## config.mk

```make
export PLATFORM = sky130hd
export DESIGN_NAME = rtc_time_of_day_alarm
export DESIGN_NICKNAME = d
export VERILOG_FILES = /design/src/rtc_alarm_pkg.sv /design/src/rtc_tick_prescaler.sv /design/src/rtc_time_of_day_alarm.sv
export SDC_FILE = /design/constraint.sdc
export NUM_CORES = 1
export LEC_CHECK = 0
export ABC_AREA = 1
export CORE_MARGIN = 4
export CORE_UTILIZATION = 60
export DETAILED_ROUTE_END_ITERATION = 10
export DONT_BUFFER_PORTS = 1
export GPL_ROUTABILITY_DRIVEN = 0
export GPL_TIMING_DRIVEN = 0
export HOLD_SLACK_MARGIN = 0.02
export PLACE_DENSITY = 0.76
export SLEW_MARGIN = 25
export SYNTH_ARGS = -nofsm -noshare
export SYNTH_HDL_FRONTEND = slang
export SYNTH_SLANG_ARGS = --single-unit
export TNS_END_PERCENT = 30
```

## constraint.sdc

```tcl
create_clock -name clk_i -period 2.6 [get_ports clk_i]
set_clock_uncertainty 0.1 [all_clocks]
set_input_delay 0.52 -clock clk_i [delete_from_list [all_inputs] [get_ports clk_i]]
set_output_delay 0.52 -clock clk_i [all_outputs]
set_load 0.01 [all_outputs]
```

## src/rtc_alarm_pkg.sv

```systemverilog
// Constants, register map and state types for the time-of-day alarm block
package rtc_alarm_pkg;

    // ************************************************************
    // Bus and register map (word index, byte address = 4 * index)
    // ************************************************************
    localparam int ADDR_W = 8;                      // Byte address width
    localparam int IDX_W = 6;                       // Word index width
    localparam logic [5:0] IDX_CTRL = 6'h18;        // Enables
    localparam logic [5:0] IDX_STATUS = 6'h19;      // Alarm flag, busy
    localparam logic [5:0] IDX_SUBSEC = 6'h1a;      // subsecond_count
    localparam logic [5:0] IDX_SEC_HIGH = 6'h1b;    // seconds_count_high
    localparam logic [5:0] IDX_SEC_LOW = 6'h1c;     // seconds_count_low
    localparam logic [5:0] IDX_ALARM_HIGH = 6'h1e;  // alarm_tod_high
    localparam logic [5:0] IDX_ALARM_LOW = 6'h1f;   // alarm_tod_low
    localparam logic [1:0] RESP_OKAY = 2'h0;        // Normal answer
    localparam logic [1:0] RESP_SLVERR = 2'h2;      // Unmapped address

    // ************************************************************
    // Field positions and widths
    // ************************************************************
    localparam int CTRL_COUNT_EN_BIT = 0;           // rtc_count_enable
    localparam int CTRL_ALARM_EN_BIT = 1;           // alarm_tod_enable
    localparam int STAT_FLAG_BIT = 0;               // Sticky alarm flag
    localparam int STAT_BUSY_BIT = 1;               // Busy indication
    localparam int ALARM_HIGH_W = 4;                // Implemented high bits
    localparam int ALARM_LOW_W = 16;                // Low alarm width
    localparam int ALARM_CMP_W = 20;                // Compared bits
    localparam int SUBSEC_W = 8;                    // Subsecond width
    localparam int SEC_HALF_W = 16;                 // Each seconds half
    localparam logic [7:0] SUBSEC_LAST = 8'hff;     // Value before rollover

    // ************************************************************
    // Reset values and timing counts
    // ************************************************************
    localparam logic CTRL_RST = 1'b0;               // Enables off
    localparam logic [31:0] RDATA_RST = 32'h0000_0000;
    localparam int BUSY_W = 3;                      // Busy counter width
    localparam logic [2:0] BUSY_CYCLES = 3'h4;      // Busy after a write
    localparam int OSC_HZ = 32768;                  // Oscillator rate
    localparam int TICK_HZ = 256;                   // Subsecond tick rate
    localparam int DIV_COUNT = OSC_HZ / TICK_HZ;    // Edges per tick
    localparam int DIV_W = 7;                       // Divider width

    // ************************************************************
    // State records
    // ************************************************************
    typedef struct packed {
        logic sync0;                                // First sync stage
        logic sync1;                                // Second sync stage
        logic prev;                                 // Edge detect history
        logic [DIV_W-1:0] div;                      // Edge divider
        logic tick;                                 // One-cycle tick
    } presc_state_s;

    typedef struct packed {
        logic awready;
        logic wready;
        logic aw_got;                               // Address held
        logic w_got;                                // Data held
        logic [IDX_W-1:0] aw_idx;
        logic [31:0] w_data;
        logic [3:0] w_strb;
        logic bvalid;
        logic [1:0] bresp;
        logic arready;
        logic rvalid;
        logic [1:0] rresp;
        logic [31:0] rdata;
        logic rtc_count_enable;                     // Seconds counting on
        logic alarm_tod_enable;                     // Alarm compare on
        logic flag;                                 // Sticky alarm flag
        logic [BUSY_W-1:0] busy_cnt;                // Busy countdown
        logic [ALARM_HIGH_W-1:0] alarm_high;        // Battery backed
        logic [ALARM_LOW_W-1:0] alarm_low;          // Battery backed
        logic [SUBSEC_W-1:0] subsec;                // Battery backed
        logic [SEC_HALF_W-1:0] sec_high;            // Battery backed
        logic [SEC_HALF_W-1:0] sec_low;             // Battery backed
    } rtc_state_s;

endpackage : rtc_alarm_pkg

```

## src/rtc_tick_prescaler.sv

```systemverilog
// Oscillator synchroniser and divider producing the subsecond tick
`timescale 1ns/1ps

module rtc_tick_prescaler
    import rtc_alarm_pkg::*;
#(
    parameter int DIVIDE = DIV_COUNT                // Oscillator edges/tick
) (
    input wire logic clk_i,
    input wire logic nrst_i,
    input wire logic ce_i,
    input wire logic osc_i,                         // Slow oscillator pin
    output logic tick_o                             // One-cycle tick pulse
);

    presc_state_s r;                                // Registered state
    presc_state_s nxt;                              // Next state

    // ************************************************************
    // Next state
    // ************************************************************
    // Edge detect only reads the second stage; the first may be metastable
    always_comb begin
        nxt = r;
        nxt.sync0 = osc_i;
        nxt.sync1 = r.sync0;
        nxt.prev = r.sync1;
        nxt.tick = 1'b0;
        if (r.sync1 && !r.prev) begin
            if (r.div == DIV_W'(DIVIDE - 1)) begin
                nxt.div = '0;
                nxt.tick = 1'b1;
            end else begin
                nxt.div = r.div + DIV_W'(1);
            end
        end
        if (!nrst_i) begin
            nxt = '0;
        end
    end

    // ************************************************************
    // State register, frozen while the clock enable is low
    // ************************************************************
    always_ff @(posedge clk_i) begin
        if (ce_i) begin
            r <= nxt;
        end
    end

    assign tick_o = r.tick;

endmodule : rtc_tick_prescaler

```

## src/rtc_time_of_day_alarm.sv

```systemverilog
// Time-of-day alarm with seconds counter behind an AXI4-Lite slave
//
// Implementation choice: register access over AXI4-Lite.
`timescale 1ns/1ps

module rtc_time_of_day_alarm
    import rtc_alarm_pkg::*;
#(
    parameter int DIVIDE = DIV_COUNT                // Oscillator edges/tick
) (
    input wire logic clk_i,
    input wire logic nrst_i,
    input wire logic ce_i,
    input wire logic osc_i,
    input wire logic [ADDR_W-1:0] s_axi_awaddr_i,
    input wire logic s_axi_awvalid_i,
    output logic s_axi_awready_o,
    input wire logic [31:0] s_axi_wdata_i,
    input wire logic [3:0] s_axi_wstrb_i,
    input wire logic s_axi_wvalid_i,
    output logic s_axi_wready_o,
    output logic [1:0] s_axi_bresp_o,
    output logic s_axi_bvalid_o,
    input wire logic s_axi_bready_i,
    input wire logic [ADDR_W-1:0] s_axi_araddr_i,
    input wire logic s_axi_arvalid_i,
    output logic s_axi_arready_o,
    output logic [31:0] s_axi_rdata_o,
    output logic [1:0] s_axi_rresp_o,
    output logic s_axi_rvalid_o,
    input wire logic s_axi_rready_i,
    output logic alarm_flag_o                       // Sticky alarm level
);

    // ************************************************************
    // Declarations
    // ************************************************************
    rtc_state_s r;                                  // Registered state
    rtc_state_s nxt;                                // Next state
    logic tick;                                     // 256 Hz tick pulse
    logic do_write;                                 // Both halves held
    logic locked;                                   // Both enables set
    logic [31:0] wmask;                             // Byte lanes as bits
    logic [31:0] rd_word;                           // Read mux output
    logic [IDX_W-1:0] ar_idx;                       // Read word index
    logic [31:0] sec_now;                           // Seconds as one word

    // ************************************************************
    // Tick source
    // ************************************************************
    rtc_tick_prescaler #(.DIVIDE(DIVIDE)) u_presc (
        .clk_i(clk_i),
        .nrst_i(nrst_i),
        .ce_i(ce_i),
        .osc_i(osc_i),
        .tick_o(tick)
    );

    // ************************************************************
    // Helpers
    // ************************************************************
    // Byte strobes widened into a bit mask
    genvar gi;
    generate
        for (gi = 0; gi < 4; gi++) begin : g_lane
            assign wmask[8*gi +: 8] = {8{r.w_strb[gi]}};
        end
    endgenerate

    assign do_write = r.aw_got && r.w_got && !r.bvalid;
    assign locked = r.alarm_tod_enable && r.rtc_count_enable;
    assign ar_idx = s_axi_araddr_i[ADDR_W-1:2];
    assign sec_now = {r.sec_high, r.sec_low};
    // Merge held write data into an old register value
    function automatic logic [31:0] merge(input logic [31:0] old,
                                          input logic [31:0] data,
                                          input logic [31:0] mask);
        merge = (old & ~mask) | (data & mask);
    endfunction : merge

    // ************************************************************
    // Read mux
    // ************************************************************
    // Alarm bits are readable whatever the enables or busy say
    always_comb begin
        rd_word = '0;
        case (ar_idx)
            IDX_CTRL: begin
                rd_word[CTRL_COUNT_EN_BIT] = r.rtc_count_enable;
                rd_word[CTRL_ALARM_EN_BIT] = r.alarm_tod_enable;
            end
            IDX_STATUS: begin
                rd_word[STAT_FLAG_BIT] = r.flag;
                rd_word[STAT_BUSY_BIT] = (r.busy_cnt != '0);
            end
            IDX_SUBSEC: rd_word[SUBSEC_W-1:0] = r.subsec;
            IDX_SEC_HIGH: rd_word[SEC_HALF_W-1:0] = r.sec_high;
            IDX_SEC_LOW: rd_word[SEC_HALF_W-1:0] = r.sec_low;
            // Upper bits stay zero by the default above
            IDX_ALARM_HIGH: rd_word[ALARM_HIGH_W-1:0] = r.alarm_high;
            IDX_ALARM_LOW: rd_word[ALARM_LOW_W-1:0] = r.alarm_low;
            default: rd_word = '0;
        endcase
    end

    // ************************************************************
    // Next state
    // ************************************************************
    always_comb begin
        logic [31:0] wv;                            // Merged write value
        logic [31:0] sec_inc;                       // Seconds plus one
        logic bump;                                 // Seconds advance
        wv = '0;
        sec_inc = sec_now + 32'h0000_0001;
        bump = 1'b0;
        nxt = r;

        // Busy counts down on its own
        if (r.busy_cnt != '0) begin
            nxt.busy_cnt = r.busy_cnt - BUSY_W'(1);
        end

        // Write address and data are taken in either order
        if (s_axi_awvalid_i && r.awready) begin
            nxt.aw_got = 1'b1;
            nxt.aw_idx = s_axi_awaddr_i[ADDR_W-1:2];
        end
        if (s_axi_wvalid_i && r.wready) begin
            nxt.w_got = 1'b1;
            nxt.w_data = s_axi_wdata_i;
            nxt.w_strb = s_axi_wstrb_i;
        end
        if (r.bvalid && s_axi_bready_i) begin
            nxt.bvalid = 1'b0;
        end

        // Counting; counter writes need the counter stopped, so no clash
        if (r.rtc_count_enable && tick) begin
            nxt.subsec = r.subsec + SUBSEC_W'(1);
            if (r.subsec == SUBSEC_LAST) begin
                bump = 1'b1;
                nxt.sec_high = sec_inc[31:16];
                nxt.sec_low = sec_inc[15:0];
            end
        end

        // Commit a held write; refused writes still answer OKAY
        if (do_write) begin
            nxt.aw_got = 1'b0;
            nxt.w_got = 1'b0;
            nxt.bvalid = 1'b1;
            nxt.bresp = RESP_OKAY;
            case (r.aw_idx)
                IDX_CTRL: begin
                    wv = merge({30'h0, r.alarm_tod_enable,
                                r.rtc_count_enable}, r.w_data, wmask);
                    nxt.rtc_count_enable = wv[CTRL_COUNT_EN_BIT];
                    nxt.alarm_tod_enable = wv[CTRL_ALARM_EN_BIT];
                end
                IDX_STATUS: begin
                    // Write one to clear the alarm flag
                    if (r.w_strb[0] && r.w_data[STAT_FLAG_BIT]) begin
                        nxt.flag = 1'b0;
                    end
                end
                IDX_SUBSEC: begin
                    if (!r.rtc_count_enable && r.busy_cnt == '0) begin
                        wv = merge({24'h0, r.subsec}, r.w_data, wmask);
                        nxt.subsec = wv[SUBSEC_W-1:0];
                        nxt.busy_cnt = BUSY_CYCLES;
                    end
                end
                IDX_SEC_HIGH: begin
                    if (!r.rtc_count_enable && r.busy_cnt == '0) begin
                        wv = merge({16'h0, r.sec_high}, r.w_data, wmask);
                        nxt.sec_high = wv[SEC_HALF_W-1:0];
                        nxt.busy_cnt = BUSY_CYCLES;
                    end
                end
                IDX_SEC_LOW: begin
                    if (!r.rtc_count_enable && r.busy_cnt == '0) begin
                        wv = merge({16'h0, r.sec_low}, r.w_data, wmask);
                        nxt.sec_low = wv[SEC_HALF_W-1:0];
                        nxt.busy_cnt = BUSY_CYCLES;
                    end
                end
                IDX_ALARM_HIGH: begin
                    // Bits 7:4 are never stored
                    if (!locked) begin
                        wv = merge({28'h0, r.alarm_high}, r.w_data, wmask);
                        nxt.alarm_high = wv[ALARM_HIGH_W-1:0];
                    end
                end
                IDX_ALARM_LOW: begin
                    if (!locked && r.busy_cnt == '0) begin
                        wv = merge({16'h0, r.alarm_low}, r.w_data, wmask);
                        nxt.alarm_low = wv[ALARM_LOW_W-1:0];
                        nxt.busy_cnt = BUSY_CYCLES;
                    end
                end
                default: nxt.bresp = RESP_SLVERR;
            endcase
        end

        // Alarm after the clear so a same-cycle event is kept
        if (bump && r.alarm_tod_enable &&
            {r.alarm_high, r.alarm_low} == sec_inc[ALARM_CMP_W-1:0]) begin
            nxt.flag = 1'b1;
        end

        // Read channel: one read in flight
        if (s_axi_arvalid_i && r.arready) begin
            nxt.rvalid = 1'b1;
            nxt.rdata = rd_word;
            nxt.rresp = (rd_word == '0 && !(ar_idx inside {IDX_CTRL,
                IDX_STATUS, IDX_SUBSEC, IDX_SEC_HIGH, IDX_SEC_LOW,
                IDX_ALARM_HIGH, IDX_ALARM_LOW})) ? RESP_SLVERR : RESP_OKAY;
        end
        if (r.rvalid && s_axi_rready_i) begin
            nxt.rvalid = 1'b0;
        end

        // Ready strobes follow the held state, so they come from flops
        nxt.awready = !nxt.aw_got && !nxt.bvalid;
        nxt.wready = !nxt.w_got && !nxt.bvalid;
        nxt.arready = !nxt.rvalid;

        // Reset spares the battery-backed alarm and counters
        if (!nrst_i) begin
            nxt.awready = 1'b1;
            nxt.wready = 1'b1;
            nxt.arready = 1'b1;
            nxt.aw_got = 1'b0;
            nxt.w_got = 1'b0;
            nxt.aw_idx = '0;
            nxt.w_data = '0;
            nxt.w_strb = '0;
            nxt.bvalid = 1'b0;
            nxt.bresp = RESP_OKAY;
            nxt.rvalid = 1'b0;
            nxt.rresp = RESP_OKAY;
            nxt.rdata = RDATA_RST;
            nxt.rtc_count_enable = CTRL_RST;
            nxt.alarm_tod_enable = CTRL_RST;
            nxt.flag = 1'b0;
            nxt.busy_cnt = '0;
        end
    end

    // ************************************************************
    // State register, frozen while the clock enable is low
    // ************************************************************
    always_ff @(posedge clk_i) begin
        if (ce_i) begin
            r <= nxt;
        end
    end

    // ************************************************************
    // Outputs
    // ************************************************************
    assign s_axi_awready_o = r.awready;
    assign s_axi_wready_o = r.wready;
    assign s_axi_bresp_o = r.bresp;
    assign s_axi_bvalid_o = r.bvalid;
    assign s_axi_arready_o = r.arready;
    assign s_axi_rdata_o = r.rdata;
    assign s_axi_rresp_o = r.rresp;
    assign s_axi_rvalid_o = r.rvalid;
    assign alarm_flag_o = r.flag;
endmodule : rtc_time_of_day_alarm

```

==> results_dict.tcl, run 1 <==
set metrics [dict create \
    timing.reg2reg.setup_slack_ns 0.11 \
    max-clock-path-buffers 2 \
    cts-buffers-inserted 17 \
    yosys_warnings 0 \
    cap_violations 0 \
    intPower_w 0.00408 \
    worst_ep_arrival_time_ns 2.45 \
    pre_cts_slack_ns -0.0452 \
    nFillCells 1030 \
    critPathKind "register to register" \
    cts_max_level 4 \
    post_route_fraction_of_the_period_consumed_by_the_critical_path_pct 96.0 \
    clk_latency_ns 0.43 \
    hold-path-cell-count 0 \
    sequential_fraction_of_the_synthesis_area_pct 49.1 \
    fin_worst_hold_slack_ns 0.104 \
    origin_of_the_worst_setup_path "r[60]" \
    r2r_cell_count 8 \
    synth_top_cell_by_area "edfxtp_1" \
    dp_hpwl_mm 15.0 \
    global_route.usage.total_pct 28.1 \
    critical_path_depth 8 \
    number_of_library_cell_types_mapped_by_synthesis 43 \
    stdcell_count 1149 \
    critPathMaxFanout 8 \
    wl_met3_mm 2.53 \
    design.portCount 103 \
    global_route.overflow_total 0 \
    p_leak_nw 3.86 \
    syn-cell-area_um2 7700 \
    first_global_vias 6045 \
    netlist_instances 921 \
    path_buf_inv 3 \
    setup_slack_ns 0.105 \
    met1Wirelength_mm 7.95 \
    drive_above_1_share_pct 11.8 \
    avg_inst_size_synth_um2 8.36 \
    cts_sinks 126 \
    layout-area-overhead-vs-synth_pct 12.5 \
    dp_cells 1112 \
    clockRootBuffer "clkbuf_16" \
    irDropWorstVdd_mv 0.523 \
    critPathCaptureType "register" \
    slowest_stage "nor2_1" \
    reg2reg_from "r[60]" \
    drc_errors 0 \
    p_clk_share_pct 46.1 \
    worst_slew_pin_slew_ns 0.837 \
    detail_route.iter0.violations 809 \
    power_frac_comb_pct 8.2 \
    ant_nets 0 \
    path_type_of_the_worst_min_delay_path "primary input to register" \
    worst_path_most_repeated_cell "inv_1" \
    global_route_wire_length_before_repair_mm 31.3 \
    clk_pin_slew_ns 0.05 \
    postRouteWirelength_mm 19.9 \
    synth_top_flop_cell "edfxtp_1" \
    p_per_area_nw_per_um2 614 \
    synth_top_cells_by_area "edfxtp_1 49%, nand2_1 10%, inv_1 7.4%" \
    timing_hold_violations_final 0 \
    rows 41 \
    cp_cell_sequence "inv_1 > ha_1 > inv_1 > nor2_2 > inv_2 > a21oi_1 > nand4_1 > nor2_1" \
    synth.top_cell.area_share_pct 49.1 \
    floorplan.die_area_um2 14700 \
    grt_setup_unrepaired "no" \
    result_of_the_run "finished clean" \
    timing.critical_path.slowest_cell_delay_ns 0.67 \
    mostFrequentLayoutCell "nand2_1" \
    fin_crit_ns 2.49 \
    power.share.sequential_pct 45.6 \
    proportion_of_synthesized_flip_flops_having_asynchronous_set_or_reset_pct 0 \
    final-setup-viol-count 0 \
    totalNegativeSetupSlack_ns 0 \
    finalPower_w 0.00532 \
    drv_slew 0 \
    maximum_number_of_pins_on_one_net_before_global_route_repair 22 \
    number_of_synthesized_flops_with_an_enable_pin 126 \
    final_net_count 1030 \
    final_cell_mix "212 x nand2_1, 151 x inv_1, 126 x edfxtp_1, 84 x nor2_1, 53 x nand3_1" \
    initial_utilization_pct 61.3 \
    die-height_um 121 \
    critPathLaunchType "register" \
    numPortBuffers 0 \
    top_routing_layer_used "met4" \
    initial_antenna_violation_count 0 \
    tritoncts "yes" \
    wl_per_cell_um 17.3 \
    clock.fmax_mhz 401 \
    route.vias.total 6527 \
    chipWidth_um 121 \
    core_region_area_um2 12600 \
    n_antenna_cell 0 \
    cp.required_ns 2.55 \
    cpLargestDelayFamily "simple AND/OR/NAND/NOR gates" \
    swShare_pct 23.3 \
    timing.max_slew.rel_slack_pct 44.0 \
    power.switching_w 0.00124 \
    synth.ff_latch_count 126 \
    viasPerCell 5.68 \
    dr_wl_met2_mm 8.81 \
    drt_pre_antenna_iters 5 \
]
-- cells by family after synthesis --
family | count (synthesis) | synth area share [%]
other | 1 | 0.0487
buffers and inverters | 215 | 12.4
AND/OR/NAND/NOR | 423 | 24.9
XOR/XNOR | 23 | 2.79
flip-flops | 126 | 49.1
adder cells (fa/ha/maj) | 5 | 0.812
AO/OA/AOI/OAI | 128 | 9.93
-- per-stage QoR --
step           area (um^2)  util, %
2_1_floorplan         7760        -
3_3_place_gp          7980     63.5
3_5_place_dp          8010     63.7
4_1_cts               8640     68.8
5_1_grt               8660     68.9
6_report              8660     68.9
-- synth_stat cells (7+ instances only) --
cell and number:
a211oi_1 7, a21oi_1 24, buf_4 38, clkbuf_1 14, edfxtp_1 126, inv_1 151, inv_2 9, nand2_1 213
nand3_1 53, nand4_1 19, nor2_1 84, nor2_4 7, nor3_1 16, o211ai_1 8, o21ai_0 43, o22ai_1 24
xor2_1 20
-- metal layers --
metal / up-vias / global-route usage (%)
met5: - / 0
met4: 0 / 11.1
met3: 61 / 7.60
met2: 418 / 42.3
met1: 2940 / 38.8
li1: 3108 / -
-- how the worst min path moves through the flow --
stage                start             end  slack (ns)
floorplan           r[124]        register        0.33
global placement    r[117]        register        0.33
detailed placement  r[117]        register        0.33
CTS                   ce_i           r[62]        0.09
global route          ce_i  s_axi_wready_o        0.09
finish                ce_i  s_axi_wready_o        0.10
-- final cells by class --
cell class,count,area [um^2],area share [%]
Multi-Input combinational cell,597,3040,35.1
Sequential cell,126,3780,43.7
Timing Repair Buffer,7,60.1,0.693
Tap cell,172,215,2.48
Buffer,55,354,4.09
Clock inverter,13,171,1.98
Clock buffer,19,433,5.00
Inverter,160,601,6.93
-- timing repair --
action | 4_1_cts | 5_1_grt
setup endpoints to repair | 1 | 4
gates resized for setup | 0 | 5
pin swaps | 1 | 1
hold buffers | 0 | 0
setup buffers | 4 | 1
-- power groups by stage --
stage | sequential (W) | clock, W | combinational, W
after global routing | 0.00244 | 0.00257 | 0.000489
final | 0.00243 | 0.00245 | 0.000438
after floorplan | 0.00244 | 0 | 0.000324
after global placement | 0.00247 | 0 | 0.000404
after CTS | 0.00243 | 0.00246 | 0.000430
after detailed placement | 0.00247 | 0 | 0.000421
(Power assumes the default switching activity.)
==> inputs of run 2 (changes only) <==
--- a/config.mk
+++ b/config.mk
@@ -6,14 +6,14 @@
 export NUM_CORES = 1
 export LEC_CHECK = 0
 export ABC_AREA = 1
+export BUFFER_PORTS_ARGS = -buffer_cell sky130_fd_sc_hd__buf_4
 export CORE_MARGIN = 4
-export CORE_UTILIZATION = 60
+export CORE_UTILIZATION = 59
 export DETAILED_ROUTE_END_ITERATION = 10
-export DONT_BUFFER_PORTS = 1
 export GPL_ROUTABILITY_DRIVEN = 0
 export GPL_TIMING_DRIVEN = 0
 export HOLD_SLACK_MARGIN = 0.02
-export PLACE_DENSITY = 0.76
+export PLACE_DENSITY = 0.81
 export SLEW_MARGIN = 25
 export SYNTH_ARGS = -nofsm -noshare
 export SYNTH_HDL_FRONTEND = slang
==> run 2 against run 1 <==
Compared with the run above:
- combinational power up 18%
- fmax up 2.4%
- critical path depth up 6
- count of clock-buffer cells in the layout fell by 2
==> results_dict.tcl, run 2 (synthesis gave the netlist of run 1 again) <==
set metrics [dict create \
    result_of_the_run "finished clean" \
    rows 41 \
    first_global_vias 5938 \
    numPortBuffers 61 \
    drv_slew 0 \
    n_antenna_cell 0 \
    final_net_count 1091 \
    clk_pin_slew_ns 0.06 \
    route.vias.total 6865 \
    die-height_um 122 \
    critPathKind "register to register" \
    cts_max_level 4 \
    clk_latency_ns 0.43 \
    placedInstanceArea_um2 8470 \
    global_route.overflow_total 0 \
    chipWidth_um 122 \
    initial_utilization_pct 60.5 \
    initial_antenna_violation_count 0 \
    critPathMaxFanout 10 \
    drt_pre_antenna_iters 6 \
    cap_violations 0 \
    viasPerCell 5.68 \
    mostFrequentLayoutCell "nand2_1" \
    p_leak_nw 4.13 \
    path_type_of_the_worst_min_delay_path "primary input to register" \
    floorplan.die_area_um2 14900 \
    critPathCaptureType "register" \
    grt_setup_unrepaired "no" \
    post_cts_hold_buffer_count 0 \
    dr_wl_met2_mm 9.23 \
    timing_hold_violations_final 0 \
    final_area_um2 9080 \
    wl_met3_mm 2.56 \
    final_core_utilization_pct 71.4 \
    final-setup-viol-count 0 \
    fin_crit_ns 2.44 \
    final_cell_mix "212 x nand2_1, 151 x inv_1, 126 x edfxtp_1, 104 x buf_4, 83 x nor2_1" \
    fin_worst_hold_slack_ns 0.242 \
    met1Wirelength_mm 7.98 \
    cts-buffers-inserted 17 \
    drc_errors 0 \
    maximum_number_of_pins_on_one_net_before_global_route_repair 22 \
    global_route.usage.total_pct 27.8 \
    tritoncts "yes" \
    dp_hpwl_mm 15.0 \
    ant_nets 0 \
    clockRootBuffer "clkbuf_16" \
    max-clock-path-buffers 2 \
    layout-area-overhead-vs-synth_pct 18.0 \
    post_route_fraction_of_the_period_consumed_by_the_critical_path_pct 93.7 \
    top_routing_layer_used "met4" \
    p_per_area_nw_per_um2 580 \
    detail_route.iter0.violations 976 \
    global_route_wire_length_before_repair_mm 31.2 \
    postRouteWirelength_mm 20.5 \
    pre_cts_slack_ns -0.0460 \
    irDropWorstVdd_mv 0.436 \
    cts_sinks 126 \
    wl_per_cell_um 17.0 \
    drive_above_1_share_pct 17.4 \
    worst_slew_pin_slew_ns 0.804 \
    cp.required_ns 2.66 \
    core_region_area_um2 12700 \
    nFillCells 971 \
    worst_ep_arrival_time_ns 2.50 \
    setup_slack_ns 0.163 \
    timing.max_slew.rel_slack_pct 46.4 \
    critPathLaunchType "register" \
    design.portCount 103 \
    clock.fmax_mhz 410 \
]
-- run 2: changes by cell type in the layout (fill, tap and decap cells not counted), moves of 2 or more --
cell,previous run,this run
clkinvlp_4,1,3
clkbuf_1,15,12
bufinv_16,4,2
buf_4,43,104
inv_6,0,3
-- run 2: cell type report --
| cell class | instances | area, um^2 | area share (%) |
|---|---|---|---|
| flip-flops and latches | 126 | 3780 | 41.6 |
| multi-input cells | 597 | 3040 | 33.5 |
| inverters | 160 | 601 | 6.61 |
| repair buffers | 68 | 518 | 5.70 |
| clock buffers | 17 | 425 | 4.68 |
| plain buffers | 55 | 355 | 3.91 |
| well taps | 172 | 215 | 2.37 |
| clock inverters | 14 | 144 | 1.58 |
-- run 2: timing repair --
action                     4_1_cts  5_1_grt
setup buffers                    3        2
resized for setup                1        8
setup endpoints to repair        1       25
pin swaps                        1        1
-- run 2: worst paths after layout --
| path | end | startpoint | cells past startpoint | slack [ns] |
|---|---|---|---|---|
| setup / recovery | register | r[60] | 14 | 0.16 |
| hold / removal | r[123] | s_axi_wdata_i[14] | 3 | 0.24 |
| setup reg to reg | register | r[60] | 14 | 0.16 |
| hold reg to reg | register | r[113] | 0 | 0.35 |
-- run 2: layer usage --
| metal | track usage [%] | vias up |
|---|---|---|
| met2 | 42.5 | 471 |
| met5 | 0 | - |
| li1 | - | 3222 |
| met4 | 12.0 | 0 |
| met1 | 38.2 | 3103 |
| met3 | 6.50 | 69 |
-- run 2: through the flow --
step                std cells  setup TNS (ns)  total power, W
floorplan                 938               0         0.00277
global placement         1171           -9.12         0.00294
detailed placement       1173         -0.0460         0.00296
CTS                      1207               0         0.00525
global route             1209               0         0.00543
finish                   1209               0         0.00527
-- run 2: power breakdown --
part / switching [W] / internal, W / total [W]
sequential: 0.0000758 / 0.00235 / 0.00243
combinational: 0.000320 / 0.000199 / 0.000518
clock: 0.000920 / 0.00140 / 0.00232
total: 0.00132 / 0.00395 / 0.00527
-- run 2: critical path, stage by stage, from the launching register on --
cell and delay (ns):
edfxtp_1 0.38, inv_1 0.12, ha_1 0.15, inv_1 0.04, nor2_2 0.13, inv_2 0.10
nor2_4 0.16, inv_2 0.09, nor3_2 0.18, inv_2 0.10, nor2_8 0.16, inv_2 0.06
buf_2 0.19, nand3_1 0.11, o21ai_0 0.09
